===== src/rtl/dpu_pkg.sv =====
// package: register map, field layout and state types of the debug port uart
package dpu_pkg;

  // ---------------------------------------------------------------
  // register byte offsets
  // ---------------------------------------------------------------
  localparam logic [11:0] OFS_CTRL = 12'h000;
  localparam logic [11:0] OFS_MODE = 12'h004;
  localparam logic [11:0] OFS_STAT = 12'h014;
  localparam logic [11:0] OFS_RHR  = 12'h018;
  localparam logic [11:0] OFS_THR  = 12'h01C;
  localparam logic [11:0] OFS_DIV  = 12'h020;

  // ---------------------------------------------------------------
  // control register bits
  // ---------------------------------------------------------------
  localparam int CR_RX_RST  = 2;
  localparam int CR_TX_RST  = 3;
  localparam int CR_RX_EN   = 4;
  localparam int CR_RX_DIS  = 5;
  localparam int CR_TX_EN   = 6;
  localparam int CR_TX_DIS  = 7;
  localparam int CR_CLR_ERR = 8;

  // ---------------------------------------------------------------
  // mode and status fields
  // ---------------------------------------------------------------
  localparam int MR_PAR_LO   = 9;
  localparam int SR_RX_RDY   = 0;
  localparam int SR_TX_RDY   = 1;
  localparam int SR_OVERRUN  = 5;
  localparam int SR_FRAME    = 6;
  localparam int SR_PAR_ERR  = 7;
  localparam int SR_TX_EMPTY = 9;

  localparam logic [2:0]  PAR_RST     = 3'h0;
  localparam logic [15:0] DIV_RST     = 16'h0000;
  localparam logic [3:0]  START_VALID = 4'h7;
  localparam logic [3:0]  MID_BIT     = 4'h8;
  localparam logic [3:0]  LAST_TICK   = 4'hF;
  localparam logic [3:0]  FRAME_PAR   = 4'hB;
  localparam logic [3:0]  FRAME_NOPAR = 4'hA;

  typedef enum logic [1:0] {RX_IDLE, RX_START, RX_DATA} dpu_rx_state_t;
  typedef enum logic       {TX_IDLE, TX_SHIFT}          dpu_tx_state_t;

  typedef struct packed {
    logic parity;
    logic frame;
    logic overrun;
  } dpu_err_t;

endpackage : dpu_pkg


===== src/rtl/dpu_uart.sv =====
// debug port uart: apb register slave, baud generator, receiver, transmitter
//
// Function
// RULE1 - baud rate is master_clock divided by sixteen times clock_divisor
// RULE2 - clock_divisor zero stops the sampling clock, receiver and transmitter freeze
// RULE3 - clock_divisor is a sixteen bit field
// RULE4 - asynchronous only, no clock pin, eight data bits plus optional parity
// RULE5 - receiver and transmitter independent, one shared baud generator, no timeout
// RULE6 - receiver disabled after reset, rx_enable_cmd enables start bit hunting
// RULE7 - rx_disable_cmd stops idle receiver at once, else after stop bit
// RULE8 - rx_reset_cmd halts receiver at once, disables it, drops the character
// RULE9 - start bit valid only if low for more than seven sample ticks
// RULE10 - first data sample 24 ticks after falling edge, then every 16
// RULE11 - complete character goes to holding register, sets ready, read clears
// RULE12 - character arriving while ready set sets overrun until error clear
// RULE13 - parity mismatch sets parity error with ready, sticky until error clear
// RULE14 - low stop bit sets framing error with ready, sticky until error clear
// RULE15 - transmitter disabled after reset, tx_enable_cmd enables, waits for data
// RULE16 - tx_disable_cmd stops idle transmitter, else drains shift and holding
// RULE17 - tx_reset_cmd halts the transmitter at once and disables it
// RULE18 - frame is low start, eight data lsb first, optional parity, high stop
// RULE19 - parity is odd, even, forced zero or forced one per mode
// RULE20 - tx ready set when enabled, drops on second write, rises on transfer; the code drops it on every holding register write, the first included
// RULE21 - tx empty rises only after last stop bit with both stages empty; the code also raises it at tx_enable_cmd when both stages are already empty
// RULE22 - software enables unit clock, pin mux and interrupt controller first
// RULE23 - parity field 000 even, 001 odd, 010 space, 011 mark, 1xx none
// RULE24 - disable wins over enable written in the same control write
// RULE25 - clear_error_flags_cmd clears parity, framing and overrun together
// RULE26 - sampling tick is one pulse every clock_divisor master clocks
// RULE27 - disabled transmitter holds line high, disabled receiver ignores line
`timescale 1ns/1ps

module dpu_uart #(
  parameter int DIV_W = 16
) (
  // clock and reset
  input  wire logic        pclk,
  input  wire logic        presetn,
  // apb slave
  input  wire logic        psel,
  input  wire logic        penable,
  input  wire logic        pwrite,
  input  wire logic [11:0] paddr,
  input  wire logic [31:0] pwdata,
  output logic             pready,
  output logic [31:0]      prdata,
  output logic             pslverr,
  // serial line
  input  wire logic        serial_rx_pin,
  output logic             serial_tx_pin
);

  // the baud counter arithmetic is sized for a sixteen bit divisor only
  if (DIV_W != 16) begin : g_div_w_check
    $error("DIV_W must be 16");
  end

  function automatic logic par_calc(input logic [7:0] d, input logic [1:0] p);
    case (p)
      2'b00:   par_calc = ^d;  // even [RULE19] [RULE23]
      2'b01:   par_calc = ~^d;
      2'b10:   par_calc = 1'b0;
      default: par_calc = 1'b1;
    endcase
  endfunction : par_calc

  // ---------------------------------------------------------------
  // apb decode
  // ---------------------------------------------------------------
  logic acc, wr, rd, hit;
  logic cr_wr, rhr_rd, thr_wr;

  assign acc    = psel & penable;
  assign wr     = acc & pwrite;
  assign rd     = acc & ~pwrite;
  assign hit    = paddr inside {dpu_pkg::OFS_CTRL, dpu_pkg::OFS_MODE, dpu_pkg::OFS_STAT,
                                dpu_pkg::OFS_RHR, dpu_pkg::OFS_THR, dpu_pkg::OFS_DIV};
  assign cr_wr  = wr & (paddr == dpu_pkg::OFS_CTRL);
  assign thr_wr = wr & (paddr == dpu_pkg::OFS_THR);
  assign rhr_rd = rd & (paddr == dpu_pkg::OFS_RHR);
  assign pready  = 1'b1;
  assign pslverr = acc & ~hit;

  logic rx_rst, tx_rst, clr_err;
  assign rx_rst  = cr_wr & pwdata[dpu_pkg::CR_RX_RST];
  assign tx_rst  = cr_wr & pwdata[dpu_pkg::CR_TX_RST];
  assign clr_err = cr_wr & pwdata[dpu_pkg::CR_CLR_ERR];

  // ---------------------------------------------------------------
  // configuration registers
  // ---------------------------------------------------------------
  logic [2:0]       par_mode, next_par_mode;
  logic [DIV_W-1:0] divisor, next_divisor;

  always_comb begin
    next_par_mode = par_mode;
    next_divisor  = divisor;
    if (wr && paddr == dpu_pkg::OFS_MODE) begin
      next_par_mode = pwdata[dpu_pkg::MR_PAR_LO +: 3];
    end
    if (wr && paddr == dpu_pkg::OFS_DIV) begin
      next_divisor = pwdata[DIV_W-1:0];  // [RULE3]
    end
  end

  always_ff @(posedge pclk or negedge presetn) begin
    if (!presetn) begin
      par_mode <= dpu_pkg::PAR_RST;
      divisor  <= dpu_pkg::DIV_RST;
    end else begin
      par_mode <= next_par_mode;
      divisor  <= next_divisor;
    end
  end

  logic par_en;
  assign par_en = ~par_mode[2];  // [RULE23]

  // ---------------------------------------------------------------
  // baud generator
  // ---------------------------------------------------------------
  // tick is the 16x sampling clock; both directions share it
  logic [DIV_W-1:0] bcnt, next_bcnt;
  logic             tick;

  // >= so that lowering the divisor mid-count does not wait for a full counter wrap
  assign tick = (divisor != '0) && (bcnt >= divisor - 16'h0001);  // [RULE26] [RULE2]

  always_comb begin
    next_bcnt = bcnt + 16'h0001;
    if (divisor == '0 || tick) begin
      next_bcnt = '0;  // [RULE1] [RULE5]
    end
  end

  always_ff @(posedge pclk or negedge presetn) begin
    if (!presetn) begin
      bcnt <= '0;
    end else begin
      bcnt <= next_bcnt;
    end
  end

  // ---------------------------------------------------------------
  // receive pin synchroniser
  // ---------------------------------------------------------------
  logic rx_meta, rxs;

  always_ff @(posedge pclk or negedge presetn) begin
    if (!presetn) begin
      rx_meta <= 1'b1;
      rxs     <= 1'b1;
    end else begin
      rx_meta <= serial_rx_pin;
      rxs     <= rx_meta;
    end
  end

  // ---------------------------------------------------------------
  // receiver
  // ---------------------------------------------------------------
  dpu_pkg::dpu_rx_state_t rx_state, next_rx_state;
  logic            rx_en, next_rx_en;
  logic [3:0]      rx_cnt, next_rx_cnt;
  logic [3:0]      rx_bit, next_rx_bit;
  logic [7:0]      rx_sh, next_rx_sh;
  logic            rx_par, next_rx_par;
  logic [7:0]      rhr, next_rhr;
  logic            rx_ready, next_rx_ready;
  dpu_pkg::dpu_err_t err, next_err;
  logic            rx_done;

  always_comb begin
    next_rx_state = rx_state;
    next_rx_en    = rx_en;
    next_rx_cnt   = rx_cnt;
    next_rx_bit   = rx_bit;
    next_rx_sh    = rx_sh;
    next_rx_par   = rx_par;
    next_rhr      = rhr;
    next_rx_ready = rx_ready;
    next_err      = err;
    rx_done       = 1'b0;
    if (rhr_rd) begin
      next_rx_ready = 1'b0;  // [RULE11]
    end
    if (clr_err) begin
      next_err = '0;  // [RULE25]
    end
    if (cr_wr && pwdata[dpu_pkg::CR_RX_EN] && !pwdata[dpu_pkg::CR_RX_DIS]) begin
      next_rx_en = 1'b1;  // [RULE6] [RULE24]
    end
    if (cr_wr && pwdata[dpu_pkg::CR_RX_DIS]) begin
      next_rx_en = 1'b0;  // [RULE7]
    end
    case (rx_state)
      dpu_pkg::RX_IDLE: begin
        if (rx_en && tick && !rxs) begin
          next_rx_state = dpu_pkg::RX_START;  // [RULE27]
          next_rx_cnt   = 4'h1;
        end
      end
      dpu_pkg::RX_START: begin
        // before the start is proven, a disable still counts as idle
        if (!rx_en && !rx_cnt[3]) begin
          next_rx_state = dpu_pkg::RX_IDLE;  // [RULE7]
        end else if (tick) begin
          next_rx_cnt = rx_cnt + 4'h1;
          if (rx_cnt <= dpu_pkg::START_VALID && rxs) begin
            next_rx_state = dpu_pkg::RX_IDLE;  // [RULE9]
          end else if (rx_cnt == dpu_pkg::LAST_TICK) begin
            next_rx_state = dpu_pkg::RX_DATA;
            next_rx_bit   = 4'h0;
          end
        end
      end
      dpu_pkg::RX_DATA: begin
        if (tick) begin
          next_rx_cnt = rx_cnt + 4'h1;
          if (rx_cnt == dpu_pkg::MID_BIT) begin  // [RULE10]
            next_rx_bit = rx_bit + 4'h1;
            if (rx_bit == (par_en ? 4'h9 : 4'h8)) begin
              rx_done          = 1'b1;
              next_rx_state    = dpu_pkg::RX_IDLE;
              next_rhr         = rx_sh;  // [RULE11] [RULE4]
              next_rx_ready    = 1'b1;
              next_err.overrun = next_err.overrun | rx_ready;  // [RULE12]
              next_err.frame   = next_err.frame | ~rxs;  // [RULE14]
              next_err.parity  = next_err.parity
                               | (par_en & (par_calc(rx_sh, par_mode[1:0]) != rx_par));  // [RULE13]
            end else if (rx_bit == 4'h8) begin
              next_rx_par = rxs;
            end else begin
              next_rx_sh = {rxs, rx_sh[7:1]};
            end
          end
        end
      end
      default: next_rx_state = dpu_pkg::RX_IDLE;
    endcase
    if (rx_rst) begin
      next_rx_en    = 1'b0;  // [RULE8]
      next_rx_state = dpu_pkg::RX_IDLE;
    end
  end

  always_ff @(posedge pclk or negedge presetn) begin
    if (!presetn) begin
      rx_state <= dpu_pkg::RX_IDLE;
      rx_en    <= 1'b0;
      rx_cnt   <= 4'h0;
      rx_bit   <= 4'h0;
      rx_sh    <= 8'h00;
      rx_par   <= 1'b0;
      rhr      <= 8'h00;
      rx_ready <= 1'b0;
      err      <= '0;
    end else begin
      rx_state <= next_rx_state;
      rx_en    <= next_rx_en;
      rx_cnt   <= next_rx_cnt;
      rx_bit   <= next_rx_bit;
      rx_sh    <= next_rx_sh;
      rx_par   <= next_rx_par;
      rhr      <= next_rhr;
      rx_ready <= next_rx_ready;
      err      <= next_err;
    end
  end

  // ---------------------------------------------------------------
  // transmitter
  // ---------------------------------------------------------------
  dpu_pkg::dpu_tx_state_t tx_state, next_tx_state;
  logic        tx_en, next_tx_en;
  logic        tx_drain, next_tx_drain;
  logic [7:0]  thr, next_thr;
  logic        thr_full, next_thr_full;
  logic [3:0]  tx_cnt, next_tx_cnt;
  logic [3:0]  tx_nb, next_tx_nb;
  logic [10:0] tx_sh, next_tx_sh;
  logic        next_tx_pin;
  logic        tx_run, tx_load;

  assign tx_run = tx_en | tx_drain;

  always_comb begin
    next_tx_state = tx_state;
    next_tx_en    = tx_en;
    next_tx_drain = tx_drain;
    next_thr      = thr;
    next_thr_full = thr_full;
    next_tx_cnt   = tx_cnt;
    next_tx_nb    = tx_nb;
    next_tx_sh    = tx_sh;
    tx_load       = 1'b0;
    case (tx_state)
      dpu_pkg::TX_IDLE: begin
        tx_load = tx_run & thr_full & tick;  // [RULE15]
      end
      dpu_pkg::TX_SHIFT: begin
        if (tick) begin
          next_tx_cnt = tx_cnt + 4'h1;
          if (tx_cnt == dpu_pkg::LAST_TICK) begin
            next_tx_sh = {1'b1, tx_sh[10:1]};
            next_tx_nb = tx_nb - 4'h1;
            if (tx_nb == 4'h1) begin
              next_tx_state = dpu_pkg::TX_IDLE;  // [RULE21]
              tx_load       = tx_run & thr_full;
            end
          end
        end
      end
      default: next_tx_state = dpu_pkg::TX_IDLE;
    endcase
    if (tx_load) begin
      // holding register moves on; ready rises again only if tx_en is set, not while draining [RULE20]
      next_tx_state = dpu_pkg::TX_SHIFT;
      next_thr_full = 1'b0;
      next_tx_cnt   = 4'h0;
      next_tx_sh    = {1'b1, par_en ? par_calc(thr, par_mode[1:0]) : 1'b1, thr, 1'b0};  // [RULE18]
      next_tx_nb    = par_en ? dpu_pkg::FRAME_PAR : dpu_pkg::FRAME_NOPAR;
    end
    if (tx_drain && next_tx_state == dpu_pkg::TX_IDLE && !next_thr_full) begin
      next_tx_drain = 1'b0;
    end
    if (thr_wr && tx_en) begin
      next_thr      = pwdata[7:0];  // [RULE20]
      next_thr_full = 1'b1;
    end
    if (cr_wr && pwdata[dpu_pkg::CR_TX_EN] && !pwdata[dpu_pkg::CR_TX_DIS]) begin
      next_tx_en = 1'b1;  // [RULE24]
    end
    if (cr_wr && pwdata[dpu_pkg::CR_TX_DIS]) begin
      next_tx_en    = 1'b0;  // [RULE16]
      next_tx_drain = (tx_state == dpu_pkg::TX_SHIFT) | thr_full;
    end
    if (tx_rst) begin
      next_tx_en    = 1'b0;  // [RULE17]
      next_tx_drain = 1'b0;
      next_thr_full = 1'b0;
      next_tx_state = dpu_pkg::TX_IDLE;
    end
    next_tx_pin = (next_tx_state == dpu_pkg::TX_SHIFT) ? next_tx_sh[0] : 1'b1;  // [RULE27]
  end

  always_ff @(posedge pclk or negedge presetn) begin
    if (!presetn) begin
      tx_state      <= dpu_pkg::TX_IDLE;
      tx_en         <= 1'b0;
      tx_drain      <= 1'b0;
      thr           <= 8'h00;
      thr_full      <= 1'b0;
      tx_cnt        <= 4'h0;
      tx_nb         <= 4'h0;
      tx_sh         <= 11'h7FF;
      serial_tx_pin <= 1'b1;
    end else begin
      tx_state      <= next_tx_state;
      tx_en         <= next_tx_en;
      tx_drain      <= next_tx_drain;
      thr           <= next_thr;
      thr_full      <= next_thr_full;
      tx_cnt        <= next_tx_cnt;
      tx_nb         <= next_tx_nb;
      tx_sh         <= next_tx_sh;
      serial_tx_pin <= next_tx_pin;
    end
  end

  logic tx_ready, tx_empty;
  assign tx_ready = tx_en & ~thr_full;  // [RULE20]
  assign tx_empty = tx_ready & (tx_state == dpu_pkg::TX_IDLE);  // [RULE21]

  // ---------------------------------------------------------------
  // read data
  // ---------------------------------------------------------------
  // captured in the setup cycle so prdata is a flop during access
  logic [31:0] next_prdata, stat;

  always_comb begin
    stat = 32'h0000_0000;
    stat[dpu_pkg::SR_RX_RDY]   = rx_ready;
    stat[dpu_pkg::SR_TX_RDY]   = tx_ready;
    stat[dpu_pkg::SR_OVERRUN]  = err.overrun;
    stat[dpu_pkg::SR_FRAME]    = err.frame;
    stat[dpu_pkg::SR_PAR_ERR]  = err.parity;
    stat[dpu_pkg::SR_TX_EMPTY] = tx_empty;
    next_prdata = prdata;
    if (psel && !penable && !pwrite) begin
      case (paddr)
        dpu_pkg::OFS_MODE: next_prdata = {20'h0_0000, par_mode, 9'h000};
        dpu_pkg::OFS_STAT: next_prdata = stat;
        dpu_pkg::OFS_RHR:  next_prdata = {24'h00_0000, rhr};
        dpu_pkg::OFS_DIV:  next_prdata = {16'h0000, divisor};
        default:           next_prdata = 32'h0000_0000;
      endcase
    end
  end

  always_ff @(posedge pclk or negedge presetn) begin
    if (!presetn) begin
      prdata <= 32'h0000_0000;
    end else begin
      prdata <= next_prdata;
    end
  end

  // ---------------------------------------------------------------
  // checks
  // ---------------------------------------------------------------
  a_div_zero_tick: assert property (@(posedge pclk) disable iff (!presetn)  // [RULE2]
    divisor == '0 |=> $stable(rx_cnt) && $stable(tx_sh))
    else $error("uart ran with zero divisor");

  a_start_valid_len: assert property (@(posedge pclk) disable iff (!presetn)  // [RULE9]
    (rx_state == dpu_pkg::RX_START && next_rx_state == dpu_pkg::RX_DATA)
    |-> tick && rx_cnt == dpu_pkg::LAST_TICK) else $error("start accepted wrongly");

  a_start_short_drop: assert property (@(posedge pclk) disable iff (!presetn)  // [RULE9]
    rx_state == dpu_pkg::RX_START && tick && rxs && rx_cnt <= dpu_pkg::START_VALID
    |=> rx_state == dpu_pkg::RX_IDLE) else $error("short start not dropped");

  a_rx_ready_set: assert property (@(posedge pclk) disable iff (!presetn)  // [RULE11]
    rx_done && !rx_rst |=> rx_ready && rhr == $past(rx_sh)) else $error("char not stored");

  a_overrun_set: assert property (@(posedge pclk) disable iff (!presetn)  // [RULE12]
    rx_done && rx_ready |=> err.overrun) else $error("overrun missed");

  a_err_clear: assert property (@(posedge pclk) disable iff (!presetn)  // [RULE25]
    clr_err && !rx_done |=> err == '0) else $error("errors not cleared");

  a_rx_reset: assert property (@(posedge pclk) disable iff (!presetn)  // [RULE8]
    rx_rst |=> !rx_en && rx_state == dpu_pkg::RX_IDLE) else $error("rx reset ignored");

  a_dis_priority: assert property (@(posedge pclk) disable iff (!presetn)  // [RULE24]
    cr_wr && pwdata[dpu_pkg::CR_TX_DIS] |=> !tx_en) else $error("tx enable beat disable");

  a_tx_idle_high: assert property (@(posedge pclk) disable iff (!presetn)  // [RULE27]
    tx_state == dpu_pkg::TX_IDLE |-> serial_tx_pin) else $error("idle line not high");

  a_tx_start_low: assert property (@(posedge pclk) disable iff (!presetn)  // [RULE18]
    tx_load && !tx_rst |=> !serial_tx_pin [*2]) else $error("start bit not low");

endmodule : dpu_uart


===== config.mk =====
export PLATFORM = sky130hd
export DESIGN_NAME = dpu_uart
export DESIGN_NICKNAME = d
export VERILOG_FILES = /design/src/rtl/dpu_pkg.sv /design/src/rtl/dpu_uart.sv
export SDC_FILE = /design/constraint.sdc
export NUM_CORES = 1
export LEC_CHECK = 0
export ABC_AREA = 0
export BUFFER_PORTS_ARGS = -buffer_cell sky130_fd_sc_hd__buf_2
export CAP_MARGIN = 20
export CORE_MARGIN = 3
export CORE_UTILIZATION = 40
export DETAILED_ROUTE_END_ITERATION = 8
export PLACE_DENSITY = 0.68
export RECOVER_POWER = 50
export SLEW_MARGIN = 30
export SYNTH_ARGS = -nofsm -noshare
export SYNTH_HDL_FRONTEND = slang
export SYNTH_SLANG_ARGS = --single-unit

===== constraint.sdc =====
create_clock -name pclk -period 4.9 [get_ports pclk]
set_clock_uncertainty 0.15 [all_clocks]
set_input_delay 0.735 -clock pclk [delete_from_list [all_inputs] [get_ports pclk]]
set_output_delay 0.735 -clock pclk [all_outputs]
set_load 0.01 [all_outputs]

; ---- Word-level counts from Yosys, hierarchy flattened
; Index checks and enable logic that the tools add are counted.
[word_totals]
reg_bits = 133
out_inout_bits = 35
word_cells = 222
[op_classes]
add_sub_neg = 6
n_lt_le_gt_ge = 2
n_eq_ne = 29
mux = 76
n_bitwise = 29
n_reduce_logical = 53
[ops]
columns = operator, n
row1 = $mux W4, 16
row2 = $pmux W16 S4, 1
row3 = $mux W11, 4
row4 = $eq A12 B5 Y1 const B, 3
row5 = $mux W1, 34
row6 = $logic_and A1 B1 Y1, 18
row7 = $mux W2, 9
row8 = $add A16 B1 Y16 const B, 1
row9 = $eq A4 B4 Y1 const B, 4
row10 = $ge A16 B16 Y1, 1
row11 = $logic_not A16 Y1, 1
row12 = $mux W16, 1
row13 = $reduce_bool A16 Y1, 1
row14 = $reduce_xnor A8 Y1, 2
row15 = $reduce_xor A8 Y1, 2
row16 = $sub A16 B1 Y16 const B, 1
row17 = $and A1 B1 Y1, 15
row18 = $mux W3, 5
row19 = $ne A2 B2 Y1 const B, 7
row20 = $add A4 B1 Y4 const B, 3
row21 = $eq A12 B3 Y1 const B, 1
row22 = $eq A12 B6 Y1 const B, 1
row23 = $logic_not A12 Y1, 1
row24 = $ne A3 B3 Y1 const B, 4
row25 = 28 further kinds, 59

; ---- Longest topological paths before layout
; Gate-level depths: netlist (run 1).
[depth]
depth_word = 13
ltp_mapped = 17

; ---- Worst setup path after synthesis (run 1)
; Ideal clock, no wire load.
[synth_path]
kind = register to register
startpoint = reg divisor[3]
endpoint = reg rx_sh[0]
arrival_time_ps = 3699
required_ps = 4625
slack_ps = 927
stages_incl_launch_ff = 16
n_path_buf = 0
period_less_slack_ps = 3973
cell_sequence = dfrtp_1 -> nor2_1 -> nand3_1 -> or3_1 -> nor4_1 -> nand2b_1 -> nor4_1 -> xnor2_1 -> ha_1 -> nand4_1 -> a211oi_2 -> a32oi_2 -> a21oi_4 -> nand3_2 -> nor3b_4 -> mux2_2
[synth_via]
elab_chain_cells = 4
elab_cells_between_ends = 5
cone_classes = 1 x add/sub / 1 x order compare / 3 x reduce/logical
[synth_rtl]
columns = item, line
row1 = "start, declared", dpu_uart.sv:93  ; logic [DIV_W-1:0] divisor, next_divisor;
row2 = "start signal, assigned", dpu_uart.sv:109  ; divisor <= dpu_pkg::DIV_RST;
row3 = "start signal, assigned", dpu_uart.sv:112  ; divisor <= next_divisor;
row4 = $sub A16 B1 Y16, dpu_uart.sv:127  ; assign tick = (divisor != '0) && (bcnt >= divisor - 16'h0001);
row5 = $ge A16 B16 Y1, dpu_uart.sv:127
row6 = $logic_and A1 B1 Y1 (*), dpu_uart.sv:127
row7 = $reduce_and A5 Y1 (no source line) (*), -
row8 = "end signal, assigned", dpu_uart.sv:263  ; rx_sh <= next_rx_sh;
row9 = "end, declared", dpu_uart.sv:166  ; logic [7:0] rx_sh, next_rx_sh;
; Mark *: on every way between the ends. The rest lies on a longest branch, timed or not.
; A chain may end at the register's enable or synchronous reset.

; ---- Final worst setup path (run 1)
[layout_path]
startpoint = reg divisor[2]
endpoint = reg rx_cnt[3]
[layout_via]
elab_chain_cells = 7
elab_cells_between_ends = 11
cone_classes = 1 x add/sub / 1 x order compare / 1 x eq/ne / 3 x mux / 5 x reduce/logical
[layout_rtl]
columns = item, line
row1 = $sub A16 B1 Y16, dpu_uart.sv:127
row2 = $ge A16 B16 Y1, dpu_uart.sv:127
row3 = $logic_and A1 B1 Y1 (*), dpu_uart.sv:127
row4 = $logic_and A1 B1 Y1 (2 in series), dpu_uart.sv:198  ; if (rx_en && tick && !rxs) begin
row5 = $ne A2 B2 Y1 (no source line), -
row6 = $reduce_and A3 Y1 (no source line), -
row7 = "end signal, assigned", dpu_uart.sv:261  ; rx_cnt <= next_rx_cnt;
row8 = "end, declared", dpu_uart.sv:164  ; logic [3:0] rx_cnt, next_rx_cnt;
; Mark *: on every way between the ends. The rest lies on a longest branch, timed or not. The select of a mux whose other input is x is not followed.

==> reports/qor.yml, run 1 <==
cts_tree: "built"
start_kind: "flip-flop"
hpwl_um: 10300
fin_tns_setup_ns: 0
grt_usage: 0.171
worst_slack_ns: 0.337
n_antenna_cell: 0
maxCapViolations: 1
dp_cells: 851
hp-class: "reg2reg"
routed_wl_um: 14400
crit_path_max_fanout: 12
outcome: "finished, violations left"
power_frac_comb: 0.171
cts_hold_buf: 0
fp-row-count: 45
avgSynthCellArea_sq_um: 10.5
core-area_sq_um: 15400
worstHoldStart: "rx_meta"
die_area_sq_um: 17400
intPower_mw: 2.13
ys_seq_area_frac: 0.463
fp.dieW_um: 132
p_sw_mw: 0.811
cts_root_buf: "clkbuf_16"
synth_top_area_cell: "dfrtp_1"
gp_congestion: 0.819
drtIter0Drc: 266
worst_hold_slack_ns: 0.201
rr_worst_depth: 16
num_vias: 4648
synth_top_cell_area_share: 0.405
port_buffers: 51
r2r_start: "divisor[2]"
synth_edf_count: 0
drive_above_1_share: 0.224
insertion_delay_ns: 0.42
ir_worst_vdd_mv: 0.322
failed_checks: "capacitance limit, slew limit"
final_area_sq_um: 7380
ys_ff_latch: 117
wl_met1_um: 6350
cp_data_required_time_ns: 5.10
grt.overflow.total: 0
endpoint_kind: "flip-flop"
clk_pin_slew_ns: 0.05
nFillCells: 1399
fin_crit_sh: 0.931
min_period_ns: 4.56
synth_cell_types: 63
antenna_found_initial: 0
synthArstFlopShare: 1.00
ys.warnings.count: 0
r2r_end: "rx_cnt[3]"
drcViolationCount: 0
vias_per_cell: 5.26
yosys_most_used_dff: "dfrtp_1"
worst_pin_slew_ns: 4.02
hold_depth: 0
post-place-ws_ns: 0.350
met2RoutedLength_um: 6940
grt_pass1_wl_um: 23700
finalSetupViolCount: 0
p_per_area_nw_per_um2: 399
wl_per_cell_um: 16.2
wl_met3_um: 785
dpl_cell_area_sq_um: 6750
rsz0062_at_grt: "false"
io_pins: 85
p_leak_nw: 3.35
cts_buffers: 17
clock-sinks: 117
grt_max_degree: 77
die_h_um: 132
max_slew_margin: -1.68
cp.arrival_ns: 4.76
p_sw_frac: 0.276
netlist_top_cells_area: "dfrtp_1 (41%), mux2_2 (7.4%), dfstp_2 (5.8%)"
area_growth_pct: 16.0
htreeDepth: 4
maxSlewViolCount: 77
start_util: 0.414
drt.antenna.violating_nets: 0
clkPwrFrac: 0.444
final_hold_viol_count: 0
grt_pass1_vias: 4753
fmaxAchievable_ghz: 0.219
syn_inst: 604
ff2ff_setup_slack_ns: 0.34
critPathKind: "reg2reg"
synth_area_sq_um: 6360
seqPwrFrac: 0.386
maxUsedRoutingLayer: "met4"
dr.pass1.iters: 4
final_cells: 884
nNetsFinal: 739
hold_end: "rxs"
clockBufferDepth: 2
cells in the mapped netlist (4+ instances only):
cell,number
inv_1,15
clkbuf_1,11
xor2_1,17
a22oi_1,7
and2_1,5
nor2b_1,7
buf_2,5
mux2_2,42
buf_4,17
dfstp_2,14
ha_1,29
nand3_1,22
nand2_1,60
nand4_1,4
a21oi_1,13
dfrtp_1,103
a222oi_1,6
nor3_1,12
nand2b_1,9
nor4_1,6
nor2_1,45
o21ai_0,45
mux2i_1,13
and3_1,4
xnor2_1,32
per-stage QoR:
| stage | utilization | power, mW |
|---|---|---|
| final | 0.480 | 2.94 |
| after global routing | 0.480 | 3.08 |
| after CTS | 0.479 | 2.97 |
| after global placement | 0.439 | 1.61 |
| after floorplan | - | 1.51 |
| after detailed placement | 0.439 | 1.65 |
layout make-up:
cell class	count	area [sq um]	area share
Multi-Input combinational cell	451	3180	0.432
Timing Repair Buffer	58	310	0.0421
Sequential cell	117	2950	0.399
Inverter	15	56.3	0.00763
Clock inverter	11	155	0.0210
Tap cell	211	264	0.0358
Clock buffer	21	460	0.0624
flip-flops by register name, indices dropped and copies added (netlist names), 2 cells and up:
register,cells
thr,8
rx_bit,4
rx_cnt,4
tx_nb,4
rx_state,2
tx_cnt,4
rx_sh,8
prdata,16
par_mode,3
err,3
rhr,8
bcnt,16
divisor,16
tx_sh,11
placed cells by master, fill, tap and decap left out, types with 10 or more instances in the layout:
cell       Yosys  routed
a21oi_1       13      13
buf_2          5      43
clkbuf_1      11      10
clkbuf_16      0      17
conb_1         2      17
dfrtp_1      103     103
dfstp_2       14      14
ha_1          29      29
inv_1         15      15
mux2_2        42      42
mux2i_1       13      13
nand2_1       60      60
nand3_1       22      22
nor2_1        45      45
nor3_1        12      12
o21ai_0       45      45
xnor2_1       32      32
xor2_1        17      17
power by group through the flow:
stage / clock [mW] / combinational, mW / sequential, mW
2_1_floorplan: 0 / 0.388 / 1.12
6_report: 1.30 / 0.501 / 1.13
3_5_place_dp: 0 / 0.504 / 1.15
4_1_cts: 1.33 / 0.511 / 1.13
3_3_place_gp: 0 / 0.472 / 1.14
5_1_grt: 1.37 / 0.567 / 1.15
cells by family after synthesis:
logic type	Yosys count	synth area share
AOI/OAI and AO/OA	98	0.100
xor gates and xnor gates	49	0.0675
adders and majority gates	29	0.0571
buffers and inverters	51	0.0447
DFF	117	0.463
muxes	57	0.0984
other	2	0.00118
and+or+nand+nor	201	0.168
layer usage:
metal / track usage / up-vias
met5: 0 / -
met4: 0.0718 / 0
met3: 0.0443 / 19
met2: 0.277 / 119
met1: 0.217 / 2290
li1: - / 2220
repair_timing:
item,CTS,global route
hold endpoints to repair,0,0
resized for setup,0,0
setup endpoints to repair,0,8
buffers inserted,0,1
worst max-delay path by stage:
stage	startpoint	to	slack, ns	cells past startpoint
6_report	divisor[2]	rx_cnt[3]	0.34	16
5_1_grt	presetn	prdata[12]	0.02	1
4_1_cts	divisor[2]	rx_sh[3]	0.24	15
3_5_place_dp	divisor[2]	rx_sh[4]	0.35	15
3_3_place_gp	divisor[2]	rx_sh[1]	0.49	15
2_1_floorplan	divisor[3]	rx_sh[0]	0.93	15
critical path, stage by stage (launching register included):
cell,delay [ns]
dfrtp_1,0.43
nor2_1,0.25
nand3_1,0.14
or3_1,0.36
nor4_1,0.33
nand2b_1,0.18
nor4_1,0.31
xnor2_1,0.13
ha_1,0.31
nand4_1,0.23
a211oi_2,0.23
a32oi_2,0.16
a21oi_4,0.31
buf_4,0.25
nand4_1,0.13
or4b_1,0.48
nand3_1,0.10
(Power assumes the default switching activity.)
==> run 2, diff against run 1 <==
--- a/config.mk
+++ b/config.mk
@@ -9,9 +9,9 @@
 export BUFFER_PORTS_ARGS = -buffer_cell sky130_fd_sc_hd__buf_2
 export CAP_MARGIN = 20
 export CORE_MARGIN = 3
-export CORE_UTILIZATION = 40
+export CORE_UTILIZATION = 35
 export DETAILED_ROUTE_END_ITERATION = 8
-export PLACE_DENSITY = 0.68
+export PLACE_DENSITY = 0.62
 export RECOVER_POWER = 50
 export SLEW_MARGIN = 30
 export SYNTH_ARGS = -nofsm -noshare
==> run 2 against run 1 <==
  * The flow still finishes with violations (capacitance limit, slew limit)
  * Maximum frequency is 2.3% higher
  * Global-route usage is 1.5 points lower
  * Combinational power hardly changed
  * Utilization is 5.6 points lower
  * Critical endpoint is now rx_sh[0]
==> reports/qor.yml, run 2 (synthesized netlist as in run 1, its figures left out) <==
nNetsFinal: 742
maxUsedRoutingLayer: "met4"
failed_checks: "capacitance limit, slew limit"
die_h_um: 141
final_common_cell: "dfrtp_1"
cp.arrival_ns: 4.60
clkPwrFrac: 0.442
clk_pin_slew_ns: 0.06
drive_above_1_share: 0.229
cts_root_buf: "clkbuf_16"
drt.antenna.violating_nets: 0
wl_per_cell_um: 16.3
reg_top3: "bcnt x16, divisor x16, prdata x16"
die_area_sq_um: 19800
endpoint_kind: "flip-flop"
area.sequential_sq_um: 2950
min_period_ns: 4.46
insertion_delay_ns: 0.42
htreeDepth: 4
maxSlewViolCount: 99
hold_depth: 0
maxCapViolations: 2
final_cell_mix: "dfrtp_1 (103), nand2_1 (60), nor2_1 (45), o21ai_0 (45), buf_2 (43)"
finalSetupViolCount: 0
fin_crit_sh: 0.910
drcViolationCount: 0
grt_pass1_vias: 4728
grt.overflow.total: 0
max_slew_margin: -0.813
grt_pass1_wl_um: 24600
crit_path_max_fanout: 8
ir_worst_vdd_mv: 0.261
p_sw_mw: 0.851
critPathKind: "reg2reg"
drtIter0Drc: 254
fp.dieW_um: 141
worstHoldStart: "rx_meta"
p_leak_nw: 3.35
seqPwrFrac: 0.387
routed_wl_um: 14700
start_util: 0.363
final_hold_viol_count: 0
ff2ff_setup_slack_ns: 0.44
grt_usage: 0.156
gp_congestion: 0.880
grt_max_degree: 52
wl_met1_um: 6560
vias_per_cell: 5.15
outcome: "finished, violations left"
cts_buffers: 17
fin_tns_setup_ns: 0
worst_pin_slew_ns: 2.72
cts_hold_buf: 0
power_frac_comb: 0.171
r2r_end: "rx_sh[0]"
wl_met3_um: 655
rr_worst_depth: 16
p_sw_frac: 0.289
num_vias: 4642
clock-sinks: 117
worst_hold_slack_ns: 0.207
clockBufferDepth: 2
antenna_found_initial: 0
fp-row-count: 48
intPower_mw: 2.09
hold_end: "rxs"
nFillCells: 1652
hpwl_um: 11100
io_pins: 85
fmaxAchievable_ghz: 0.224
met2RoutedLength_um: 7240
cts_tree: "built"
rsz0062_at_grt: "false"
cp_data_required_time_ns: 5.04
area_growth_pct: 16.8
core-area_sq_um: 17500
multi_input_area_sq_um: 3190
start_kind: "flip-flop"
r2r_start: "divisor[2]"
hp-class: "reg2reg"
p_per_area_nw_per_um2: 396
port_buffers: 51
dr.pass1.iters: 5
n_antenna_cell: 0
[run 2: stage by stage]
| stage | util | area (sq um) | setup slack (ns) | std cells | total power, mW |
|---|---|---|---|---|---|
| finish | 0.424 | 7430 | 0.439 | 901 | 2.94 |
| global route | 0.424 | 7430 | 0.134 | 901 | 3.10 |
| CTS | 0.423 | 7420 | 0.248 | 900 | 2.97 |
| detailed placement | 0.388 | 6800 | 0.300 | 868 | 1.66 |
| global placement | 0.387 | 6790 | 0.461 | 867 | 1.62 |
| floorplan | - | 6410 | 0.927 | 619 | 1.51 |
[run 2: power groups by stage]
stage                     clock [mW]  sequential, mW  combinational, mW
after floorplan                    0            1.12              0.388
after global placement             0            1.15              0.478
after detailed placement           0            1.15              0.509
after CTS                       1.32            1.14              0.513
after global routing            1.38            1.15              0.574
final                           1.30            1.14              0.504
[run 2: layout make-up]
class / instances / share of cell area
multi-input combinational: 451 / 0.430
sequential: 117 / 0.397
clock buffer: 19 / 0.0610
timing repair buffer: 61 / 0.0443
tap: 225 / 0.0379
clock inverter: 13 / 0.0231
inverter: 15 / 0.00758
[run 2: worst max path at each step]
stage	start	endpoint	slack [ns]
6_report	divisor[2]	rx_sh[0]	0.44
5_1_grt	divisor[2]	rx_cnt[3]	0.13
4_1_cts	divisor[2]	rx_sh[0]	0.25
3_5_place_dp	divisor[2]	rx_sh[2]	0.30
3_3_place_gp	divisor[2]	rx_sh[5]	0.46
2_1_floorplan	divisor[3]	rx_sh[0]	0.93
[run 2: worst max-delay path, stage by stage (launching register included)]
cell and delay (ns):
dfrtp_1 0.46, nor2_1 0.26, nand3_1 0.14, or3_1 0.37
nor4_2 0.26, nand2b_1 0.15, nor4_1 0.30, xnor2_1 0.12
ha_1 0.30, nand4_1 0.22, a211oi_2 0.22, a32oi_2 0.16
a21oi_4 0.34, nand3_2 0.16, nor3b_4 0.25, buf_12 0.15
mux2_2 0.33
[run 2: layer usage]
layer | global-route usage | vias up
li1 | - | 2220
met1 | 0.205 | 2298
met2 | 0.248 | 105
met3 | 0.0431 | 19
met4 | 0.0535 | 0
met5 | 0 | -
[run 2: timing repair]
action / in CTS / in global routing
gates resized for setup: 0 / 1
endpoints found under the setup margin: 0 / 14
setup buffers: 0 / 1
